--- src/rtl/pmc_pkg.sv ---
package pmc_pkg;

  // Object dictionary indices handled by this block.
  localparam logic [15:0] IDX_RX_MAP    = 16'h1600;
  localparam logic [15:0] IDX_TX_MAP    = 16'h1A00;
  localparam logic [15:0] IDX_RX_ASSIGN = 16'h1C12;
  localparam logic [15:0] IDX_TX_ASSIGN = 16'h1C13;
  localparam logic [15:0] IDX_RX_FIX_LO = 16'h1701;
  localparam logic [15:0] IDX_RX_FIX_HI = 16'h1705;
  localparam logic [15:0] IDX_TX_FIX_LO = 16'h1B01;
  localparam logic [15:0] IDX_TX_FIX_HI = 16'h1B04;

  // Sub-index layout.
  localparam logic [7:0]  SUB_COUNT     = 8'h00;
  localparam logic [7:0]  SUB_SELECT    = 8'h01;
  localparam logic [7:0]  MAP_MAX_ENTRY = 8'h0A;
  localparam logic [7:0]  MAP_MAX_BYTES = 8'h28;

  // Entry field positions: index, sub-index, bit length.
  localparam int ENT_IDX_LSB = 16;
  localparam int ENT_SUB_LSB = 8;
  localparam int ENT_LEN_LSB = 0;

  // Bit length codes of a mapping entry.
  localparam logic [7:0]  LEN_8  = 8'h08;
  localparam logic [7:0]  LEN_16 = 8'h10;
  localparam logic [7:0]  LEN_32 = 8'h20;

  // Fieldbus state machine code for pre-operational.
  localparam logic [3:0]  ESM_PREOP = 4'h2;

  // Service-data abort codes.
  localparam logic [31:0] ABORT_NONE    = 32'h0000_0000;
  localparam logic [31:0] ABORT_NO_OBJ  = 32'h0602_0000;
  localparam logic [31:0] ABORT_NO_SUB  = 32'h0609_0011;
  localparam logic [31:0] ABORT_VALUE   = 32'h0609_0030;
  localparam logic [31:0] ABORT_MAP_LEN = 32'h0604_0042;
  localparam logic [31:0] ABORT_PARAM   = 32'h0604_0043;
  localparam logic [31:0] ABORT_STATE   = 32'h0800_0022;

  // Ten mapping entries of one configurable mapping.
  typedef logic [9:0][31:0] pmc_map_t;

  // Power-on default contents of the configurable mappings.
  localparam pmc_map_t RX_MAP_RST = {
    32'h0000_0000, 32'h0000_0000, 32'h0000_0000, 32'h0000_0000,
    32'h0000_0000, 32'h0000_0000, 32'h0000_0000, 32'h0000_0000,
    32'h60FF_0020, 32'h6040_0010};
  localparam pmc_map_t TX_MAP_RST = {
    32'h0000_0000, 32'h0000_0000, 32'h0000_0000, 32'h60FD_0020,
    32'h603F_0010, 32'h60BC_0020, 32'h60BA_0020, 32'h60B9_0010,
    32'h6064_0020, 32'h6041_0010};
  localparam logic [7:0]  RX_CNT_RST   = 8'h02;
  localparam logic [7:0]  TX_CNT_RST   = 8'h07;
  localparam logic [7:0]  RX_BYTES_RST = 8'h06;
  localparam logic [7:0]  TX_BYTES_RST = 8'h16;
  localparam logic [7:0]  ASSIGN_EN_RST = 8'h01;

  // Service-data request from the mailbox side.
  typedef struct packed {
    logic        wr;
    logic [15:0] index;
    logic [7:0]  sub;
    logic [31:0] data;
  } pmc_req_t;

  // Service-data response; data holds the abort code when abort is set.
  typedef struct packed {
    logic        abort;
    logic [31:0] data;
  } pmc_rsp_t;

endpackage

--- src/rtl/pmc_len_sum.sv ---
// Sums the process data bytes of the first count entries of a mapping
// and flags whether the count, the byte total and the used entries' length codes are legal.
module pmc_len_sum
  import pmc_pkg::*;
(
  // Mapping under test.
  input  wire pmc_pkg::pmc_map_t i_map,
  input  wire logic [7:0]        i_count,
  // Result.
  output logic       [7:0]       o_bytes,
  output logic                   o_ok
);
  import pmc_pkg::*;

  // Decode each length code to bytes and accumulate the used entries.
  always_comb begin
    logic [7:0] len;
    logic       bad;
    len     = 8'h00;
    bad     = 1'b0;
    o_bytes = 8'h00;
    for (int i = 0; i < 10; i++) begin
      len = i_map[i][ENT_LEN_LSB +: 8];
      if (8'(i) < i_count) begin
        unique case (len)
          LEN_8:   o_bytes = o_bytes + 8'h01;
          LEN_16:  o_bytes = o_bytes + 8'h02;
          LEN_32:  o_bytes = o_bytes + 8'h04;
          default: bad = 1'b1;
        endcase
      end
    end
    o_ok = !bad && (i_count <= MAP_MAX_ENTRY)
           && (o_bytes <= MAP_MAX_BYTES);
  end

endmodule // pmc_len_sum

--- src/rtl/pmc_map_cfg.sv ---
// What this block does
// - One configurable receive and transmit mapping, ten entries, forty bytes.
// - Receive mapping defaults to control word then target speed.
// - Transmit mapping defaults to seven status and feedback objects in order.
// - Receive assignment sub-index one picks the active receive mapping.
// - Transmit assignment sub-index one picks the active transmit mapping.
// - Sub-index zero counts entries; sub-indices one to N hold them.
// - Entry holds index in 31:16, sub-index 15:8, bit length 7:0.
// - Length codes 08h, 10h, 20h mean 8, 16, 32 bits.
// - Mapping and assignment writes outside pre-operational are aborted.
// - Every mapping and assignment object returns to defaults at power-on.
// - Receive assignment accepts only 1600 or 1701 to 1705.
// - Transmit assignment accepts only 1A00 or 1B01 to 1B04.
// - Every service-data request gets exactly one matching response.
// - Cycle event comes from SYNC0 in clock mode, else sync manager.
// - Five fixed receive and four fixed transmit mappings are selectable.
module pmc_map_cfg
(
  // Clock and reset.
  input  wire logic               i_clk,
  input  wire logic               i_rst,
  // Service-data request, taken in the cycle it is valid.
  input  wire logic               i_req_valid,
  input  wire pmc_pkg::pmc_req_t  i_req,
  // Fieldbus state machine state.
  input  wire logic [3:0]         i_esm_state,
  // Synchronisation sources.
  input  wire logic               i_dc_mode,
  input  wire logic               i_sync0,
  input  wire logic               i_sm_event,
  // Service-data response.
  output logic                    o_rsp_valid,
  output pmc_pkg::pmc_rsp_t       o_rsp,
  // Active mapping selection.
  output logic [15:0]             o_rx_sel,
  output logic                    o_rx_en,
  output logic [15:0]             o_tx_sel,
  output logic                    o_tx_en,
  // Configurable mapping contents.
  output pmc_pkg::pmc_map_t       o_rx_map,
  output logic [7:0]              o_rx_cnt,
  output logic [7:0]              o_rx_bytes,
  output pmc_pkg::pmc_map_t       o_tx_map,
  output logic [7:0]              o_tx_cnt,
  output logic [7:0]              o_tx_bytes,
  // Process data cycle pulse.
  output logic                    o_cycle
);
  import pmc_pkg::*;

  typedef struct packed {
    pmc_map_t    rx_map;
    logic [7:0]  rx_cnt;
    logic [7:0]  rx_bytes;
    pmc_map_t    tx_map;
    logic [7:0]  tx_cnt;
    logic [7:0]  tx_bytes;
    logic [15:0] rx_sel;
    logic [7:0]  rx_en;
    logic [15:0] tx_sel;
    logic [7:0]  tx_en;
    logic        rsp_valid;
    pmc_rsp_t    rsp;
    logic        sync_meta;
    logic        sync_sync;
    logic        sync_prev;
    logic        cyc;
  } pmc_state_t;

  localparam pmc_state_t ST_RST = '{
    rx_map: RX_MAP_RST, rx_cnt: RX_CNT_RST, rx_bytes: RX_BYTES_RST,
    tx_map: TX_MAP_RST, tx_cnt: TX_CNT_RST, tx_bytes: TX_BYTES_RST,
    rx_sel: IDX_RX_MAP, rx_en: ASSIGN_EN_RST,
    tx_sel: IDX_TX_MAP, tx_en: ASSIGN_EN_RST,
    rsp_valid: 1'b0, rsp: '0,
    sync_meta: 1'b0, sync_sync: 1'b0, sync_prev: 1'b0, cyc: 1'b0};

  pmc_state_t st_reg;
  pmc_state_t st_next;

  logic        rx_cnt_wr;
  logic        tx_cnt_wr;
  logic [7:0]  rx_cnt_try;
  logic [7:0]  tx_cnt_try;
  logic [7:0]  rx_bytes_try;
  logic [7:0]  tx_bytes_try;
  logic        rx_ok;
  logic        tx_ok;

  // Legal selection for each assignment object.
  function automatic logic rx_sel_legal(input logic [15:0] v);
    return (v == IDX_RX_MAP)
           || (v >= IDX_RX_FIX_LO && v <= IDX_RX_FIX_HI);
  endfunction

  function automatic logic tx_sel_legal(input logic [15:0] v);
    return (v == IDX_TX_MAP)
           || (v >= IDX_TX_FIX_LO && v <= IDX_TX_FIX_HI);
  endfunction

  // Length code check of one entry.
  function automatic logic len_legal(input logic [31:0] e);
    logic [7:0] c;
    c = e[ENT_LEN_LSB +: 8];
    return (c == LEN_8) || (c == LEN_16) || (c == LEN_32);
  endfunction

  // Abort code of a write to a configurable mapping.
  function automatic logic [31:0] map_wr_code(
    input logic [7:0]  cnt,
    input logic [7:0]  en,
    input logic [7:0]  sub,
    input logic [31:0] data,
    input logic        ok
  );
    logic [31:0] c;
    c = ABORT_NONE;
    if (sub > MAP_MAX_ENTRY) begin
      c = ABORT_NO_SUB;
    end else if (en != 8'h00) begin
      c = ABORT_PARAM;
    end else if (sub == SUB_COUNT) begin
      if (data[31:8] != 24'h00_0000 || !ok) begin
        c = ABORT_MAP_LEN;
      end
    end else if (cnt != 8'h00) begin
      c = ABORT_PARAM;
    end else if (!len_legal(data)) begin
      c = ABORT_MAP_LEN;
    end
    return c;
  endfunction

  // Read data of a configurable mapping sub-index.
  function automatic logic [31:0] map_rd(
    input pmc_map_t   m,
    input logic [7:0] cnt,
    input logic [7:0] sub
  );
    logic [3:0] k;
    k = sub[3:0] - 4'h1;
    return (sub == SUB_COUNT) ? {24'h00_0000, cnt} : m[k];
  endfunction

  // Candidate count for the legality check: the written one or the stored one.
  assign rx_cnt_wr  = i_req_valid && i_req.wr
                      && i_req.index == IDX_RX_MAP && i_req.sub == SUB_COUNT;
  assign tx_cnt_wr  = i_req_valid && i_req.wr
                      && i_req.index == IDX_TX_MAP && i_req.sub == SUB_COUNT;
  assign rx_cnt_try = rx_cnt_wr ? i_req.data[7:0] : st_reg.rx_cnt;
  assign tx_cnt_try = tx_cnt_wr ? i_req.data[7:0] : st_reg.tx_cnt;

  pmc_len_sum u_rx_len (
    .i_map   (st_reg.rx_map),
    .i_count (rx_cnt_try),
    .o_bytes (rx_bytes_try),
    .o_ok    (rx_ok)
  );

  pmc_len_sum u_tx_len (
    .i_map   (st_reg.tx_map),
    .i_count (tx_cnt_try),
    .o_bytes (tx_bytes_try),
    .o_ok    (tx_ok)
  );

  // Next state: request decode, object updates and cycle event.
  always_comb begin
    logic [31:0] code;
    logic [31:0] rdat;
    logic [3:0]  k;
    code = ABORT_NONE;
    rdat = 32'h0000_0000;
    k    = i_req.sub[3:0] - 4'h1;
    st_next = st_reg;
    st_next.rsp_valid = 1'b0;
    // Only the second stage reads the first synchroniser flop.
    st_next.sync_meta = i_sync0;
    st_next.sync_sync = st_reg.sync_meta;
    st_next.sync_prev = st_reg.sync_sync;
    st_next.cyc = i_dc_mode ? (st_reg.sync_sync && !st_reg.sync_prev)
                            : i_sm_event;
    if (i_req_valid) begin
      unique case (i_req.index)
        IDX_RX_MAP: begin
          if (!i_req.wr) begin
            code = (i_req.sub > MAP_MAX_ENTRY) ? ABORT_NO_SUB : ABORT_NONE;
            rdat = map_rd(st_reg.rx_map, st_reg.rx_cnt, i_req.sub);
          end else begin
            code = map_wr_code(st_reg.rx_cnt, st_reg.rx_en, i_req.sub,
                               i_req.data, rx_ok);
          end
        end
        IDX_TX_MAP: begin
          if (!i_req.wr) begin
            code = (i_req.sub > MAP_MAX_ENTRY) ? ABORT_NO_SUB : ABORT_NONE;
            rdat = map_rd(st_reg.tx_map, st_reg.tx_cnt, i_req.sub);
          end else begin
            code = map_wr_code(st_reg.tx_cnt, st_reg.tx_en, i_req.sub,
                               i_req.data, tx_ok);
          end
        end
        IDX_RX_ASSIGN, IDX_TX_ASSIGN: begin
          if (i_req.sub > SUB_SELECT) begin
            code = ABORT_NO_SUB;
          end else if (!i_req.wr) begin
            if (i_req.index == IDX_RX_ASSIGN) begin
              rdat = (i_req.sub == SUB_COUNT) ? {24'h00_0000, st_reg.rx_en}
                                              : {16'h0000, st_reg.rx_sel};
            end else begin
              rdat = (i_req.sub == SUB_COUNT) ? {24'h00_0000, st_reg.tx_en}
                                              : {16'h0000, st_reg.tx_sel};
            end
          end else if (i_req.sub == SUB_COUNT) begin
            if (i_req.data > 32'h0000_0001) begin
              code = ABORT_VALUE;
            end
          end else if (i_req.data[31:16] != 16'h0000) begin
            code = ABORT_VALUE;
          end else if (i_req.index == IDX_RX_ASSIGN) begin
            if (!rx_sel_legal(i_req.data[15:0])) begin
              code = ABORT_VALUE;
            end else if (st_reg.rx_en != 8'h00) begin
              code = ABORT_PARAM;
            end
          end else begin
            if (!tx_sel_legal(i_req.data[15:0])) begin
              code = ABORT_VALUE;
            end else if (st_reg.tx_en != 8'h00) begin
              code = ABORT_PARAM;
            end
          end
        end
        default: begin
          code = ABORT_NO_OBJ;
        end
      endcase
      // State gate takes priority over every other write check except the missing-object abort.
      if (i_req.wr && i_esm_state != ESM_PREOP
          && code != ABORT_NO_OBJ) begin
        code = ABORT_STATE;
      end
      // Commit an accepted write.
      if (i_req.wr && code == ABORT_NONE) begin
        unique case (i_req.index)
          IDX_RX_MAP: begin
            if (i_req.sub == SUB_COUNT) begin
              st_next.rx_cnt   = i_req.data[7:0];
              st_next.rx_bytes = rx_bytes_try;
            end else begin
              st_next.rx_map[k] = i_req.data;
            end
          end
          IDX_TX_MAP: begin
            if (i_req.sub == SUB_COUNT) begin
              st_next.tx_cnt   = i_req.data[7:0];
              st_next.tx_bytes = tx_bytes_try;
            end else begin
              st_next.tx_map[k] = i_req.data;
            end
          end
          IDX_RX_ASSIGN: begin
            if (i_req.sub == SUB_COUNT) begin
              st_next.rx_en = i_req.data[7:0];
            end else begin
              st_next.rx_sel = i_req.data[15:0];
            end
          end
          default: begin
            if (i_req.sub == SUB_COUNT) begin
              st_next.tx_en = i_req.data[7:0];
            end else begin
              st_next.tx_sel = i_req.data[15:0];
            end
          end
        endcase
      end
      st_next.rsp_valid  = 1'b1;
      st_next.rsp.abort  = (code != ABORT_NONE);
      st_next.rsp.data   = (code != ABORT_NONE) ? code
                           : (i_req.wr ? 32'h0000_0000 : rdat);
    end
  end

  // State register; reset restores every power-on default.
  always_ff @(posedge i_clk or posedge i_rst) begin
    if (i_rst) begin
      st_reg <= ST_RST;
    end else begin
      st_reg <= st_next;
    end
  end

  // Outputs come straight from the state register.
  assign o_rsp_valid = st_reg.rsp_valid;
  assign o_rsp       = st_reg.rsp;
  assign o_rx_sel    = st_reg.rx_sel;
  assign o_rx_en     = (st_reg.rx_en != 8'h00);
  assign o_tx_sel    = st_reg.tx_sel;
  assign o_tx_en     = (st_reg.tx_en != 8'h00);
  assign o_rx_map    = st_reg.rx_map;
  assign o_rx_cnt    = st_reg.rx_cnt;
  assign o_rx_bytes  = st_reg.rx_bytes;
  assign o_tx_map    = st_reg.tx_map;
  assign o_tx_cnt    = st_reg.tx_cnt;
  assign o_tx_bytes  = st_reg.tx_bytes;
  assign o_cycle     = st_reg.cyc;
endmodule // pmc_map_cfg

--- config.mk ---
export PLATFORM = sky130hd
export DESIGN_NAME = pmc_map_cfg
export DESIGN_NICKNAME = d
export VERILOG_FILES = /design/src/rtl/pmc_pkg.sv /design/src/rtl/pmc_len_sum.sv /design/src/rtl/pmc_map_cfg.sv
export SDC_FILE = /design/constraint.sdc
export NUM_CORES = 2
export LEC_CHECK = 0
export ABC_AREA = 0
export BUFFER_PORTS_ARGS = -buffer_cell sky130_fd_sc_hd__buf_2
export CORE_AREA = 2 2 316 318
export DETAILED_ROUTE_END_ITERATION = 7
export DIE_AREA = 0 0 318 320
export GPL_TIMING_DRIVEN = 0
export PLACE_DENSITY = 0.78
export REMOVE_ABC_BUFFERS = 1
export SLEW_MARGIN = 10
export SYNTH_ARGS = -nofsm -noshare
export SYNTH_HDL_FRONTEND = slang
export SYNTH_SLANG_ARGS = --single-unit
export TNS_END_PERCENT = 10
--- constraint.sdc ---
create_clock -name i_clk -period 37.8 [get_ports i_clk]
set_input_delay 7.56 -clock i_clk [delete_from_list [all_inputs] [get_ports i_clk]]
set_output_delay 7.56 -clock i_clk [all_outputs]
set_load 0.1 [all_outputs]
==> metrics.md <==
| Metric | Value |
|---|---|
| Status | finished, final reports clean |
| Total gr overflow | 0 |
| Yosys top cell by area | dfrtp_1 |
| # setup viols final | 0 |
| Total Wirelength | 181 mm |
| VDD IR max | 0.0000399 V |
| Resized Gates After CTS | 0 |
| Top delay family on crit path | simple AND/OR/NAND/NOR gates |
| Dpl hpwl | 130 mm |
| Final worst-path cycle share | 67.7% |
| Starting Density | 50.6% |
| First-pass detailed-route iteration total | 6 |
| Largest net degree at the start of global routing | 110 |
| CP Class | in2reg |
| Clock Sinks | 758 |
| Post-CTS Setup Bufs | 0 |
| Syn avg cell area | 10.6 µm² |
| CTS Buffer Depth | 3 |
| Top-area cell type share of the netlist area | 33.9% |
| DRT iter0 DRCs | 3945 |
| Vias in the first global route | 38.1k |
| Clk_lat worst skew | 0.68 ns |
| Max frequency | 0.0391 GHz |
| Crit-path most repeated cell | ha_1 |
| CTS root buf | clkbuf_16 |
| Wirelength per Cell | 30.3 µm |
| Distinct cells, synth | 124 |
| Row cnt | 115 |
| I/O Buffers | 807 |
| Synth Register Bits | 758 |
| Worst Path Buf+Inv | 7 |
| Post-synth EDFFs | 0 |
| Worst min path class | reg2reg |
| Leading cell type in the layout, fill and taps excluded | buf_2 |
| Power Density | 34.4 mW/mm² |
| Worst path max stage delay | 0.86 ns |
| Most area-consuming cells after synthesis | dfrtp_1 34%, buf_4 11%, mux2_2 11% |
| Horiz. Die Dim | 318 µm |
| Most frequent cells in the layout | 806 x buf_2, 672 x dfrtp_1, 496 x mux2_2 |
| CP Max Fanout | 57 |
| Post-Syn Area | 0.0496 mm² |
| First-pass GRT wire length | 261 mm |
| Multi-input logic area | 0.0235 mm² |
| GPL Wtd Cong | 0.974 |
| Rel. slew slack | 10.9% |
| Sequential cell area fraction in the yosys report | 38.5% |
| Synth Instances | 4691 |
| # hold bufs at CTS | 0 |
| Ports | 808 |
| Num CTS Buffers | 84 |
| RSZ-0062 raised after global routing | false |
| Sequential Area | 0.0191 mm² |
| Share of post-route cells with drive strength above 1 | 41.0% |
| Ys flop type | dfrtp_1 |
| Arr. time, crit path | 26.12 ns |
| Die Y-Extent | 320 µm |
| Fin. max-slew vios | 0 |
| Crit-path slowest cell | nor4_1 |
| DR vias/cell | 6.48 |
| Final core utilization | 53.4% |
| TritonCTS clock tree | built |
| Endpoints failing hold | 0 |
| Core Box Area | 0.0980 mm² |
| Critical Path RT | 38.33 ns |
| Slew @ Worst Pin | 1.34 ns |
| Yosys warns | 0 |
| Initial antenna violation count | 8 |
| Asr flop ratio synth | 100% |
| Via count | 38.6k |
| Fill count | 8288 |
| CTS H-tree depth | 3 |
| Die Footprint | 0.102 mm² |
| Nets | 4729 |
| Synth-to-layout area growth | 5.60% |
| Crit path time final | 25.59 ns |
| Clk slew on worst S/H paths | 0.07 ns |
| Leakage power | 26.2 nW |
| Max Cap Viol | 0 |
| Overall routing resource usage | 34.6% |
| DRT antenna net count | 0 |
| Setup TNS | 0 ns |
| Crit. End Element | flop |
| Startpoint types | primary input |
| Final Skew | 0.0315 ns |
| Drt drc | 0 |
-- final timing paths --
kind                                  start            end  slack, ns  cells after the start
worst max-delay path              i_req[32]   o_rx_map[24]      12.21                     64
worst min-delay path             st_next[2]     st_next[1]       0.36                      0
worst max register to register  o_tx_map[1]   o_rx_map[24]      20.17                     61
worst min register to register   st_next[2]     st_next[1]       0.36                      0
max in group asynchronous             i_rst  o_rx_bytes[7]      28.74                      5
min in group asynchronous             i_rst   o_tx_map[31]       6.99                      2
-- logic make-up (layout without fill, tap and decap cells) --
family          after synthesis  in the layout  share of synthesized area [%]
compound gates              695            695                           9.44
xor+xnor                     48             48                          0.863
other cells                   0              4                              0
fa+ha+maj                    57             57                           1.43
flops                       758            758                           38.5
simple gates               1213           1213                           13.0
buf+inv                    1106           1090                           14.6
mux                         814            814                           22.1
-- area by class of cell --
type                    instances  area share, %
diodes                          4         0.0191
well taps                    1287           3.08
multi-input cells            2827           44.8
clock buffers                 126           4.74
inverters                      84          0.617
repair buffers                851           9.34
flip-flops and latches        758           36.4
clock inverters                29          0.937
-- where the power goes --
part           internal (mW)  total (mW)  switching [mW]
Sequential             0.813       0.813        0.000452
Clock                  0.525       0.886           0.360
Combinational         0.0246       0.101          0.0760
Total                   1.36        1.80           0.437
-- worst reg2reg max path, delay by kind of cell, from the launching register on --
family,cells,cell delay (ns)
compound gates,18,4.76
fa+ha+maj,9,2.77
buf+inv,5,0.76
flops,1,0.42
mux,4,1.60
simple gates,25,7.19
-- metal layers --
metal	track usage [%]	part of all wire (%)	vias up
li1	-	-	15900
met1	41.1	36	19400
met2	53.7	45	2654
met3	10.7	11	695
met4	24.3	8.1	6
met5	0	0.020	-
-- through the flow --
stage	hold WS (ns)	setup slack, ns	instance area (µm²)	instances	total power, mW
2_1_floorplan	0.331	9.11	42600	3669	0.871
3_3_place_gp	0.333	0.922	48300	5763	0.920
3_5_place_dp	0.336	12.11	49400	5807	0.927
4_1_cts	0.353	12.77	52300	5962	1.80
5_1_grt	0.362	11.31	52400	5962	1.84
6_report	0.360	12.21	52400	5966	1.80
-- Yosys cell counts, drive strengths merged, types with 11 or more instances --
library cell / instances
nand3b: 24
or4: 21
or2: 23
o21a: 11
a31oi: 82
a21o: 19
a221oi: 13
o22a: 12
a211oi: 25
mux4: 128
buf: 841
o211a: 14
ha: 56
nand2b: 38
nor2b: 81
dfstp: 86
nand3: 102
nand4: 27
xnor2: 32
and2: 103
o31ai: 19
nor3: 87
inv: 84
nor4: 43
mux2: 646
or3: 33
and3: 47
mux2i: 40
nor3b: 11
nor4b: 17
nand2: 348
nor2: 173
o22ai: 37
clkbuf: 169
xor2: 16
a21oi: 178
o211ai: 36
dlygate4sd1: 12
o2111ai: 12
dfrtp: 672
o21ai: 120
No activity file was read; power rests on OpenSTA's default activity.
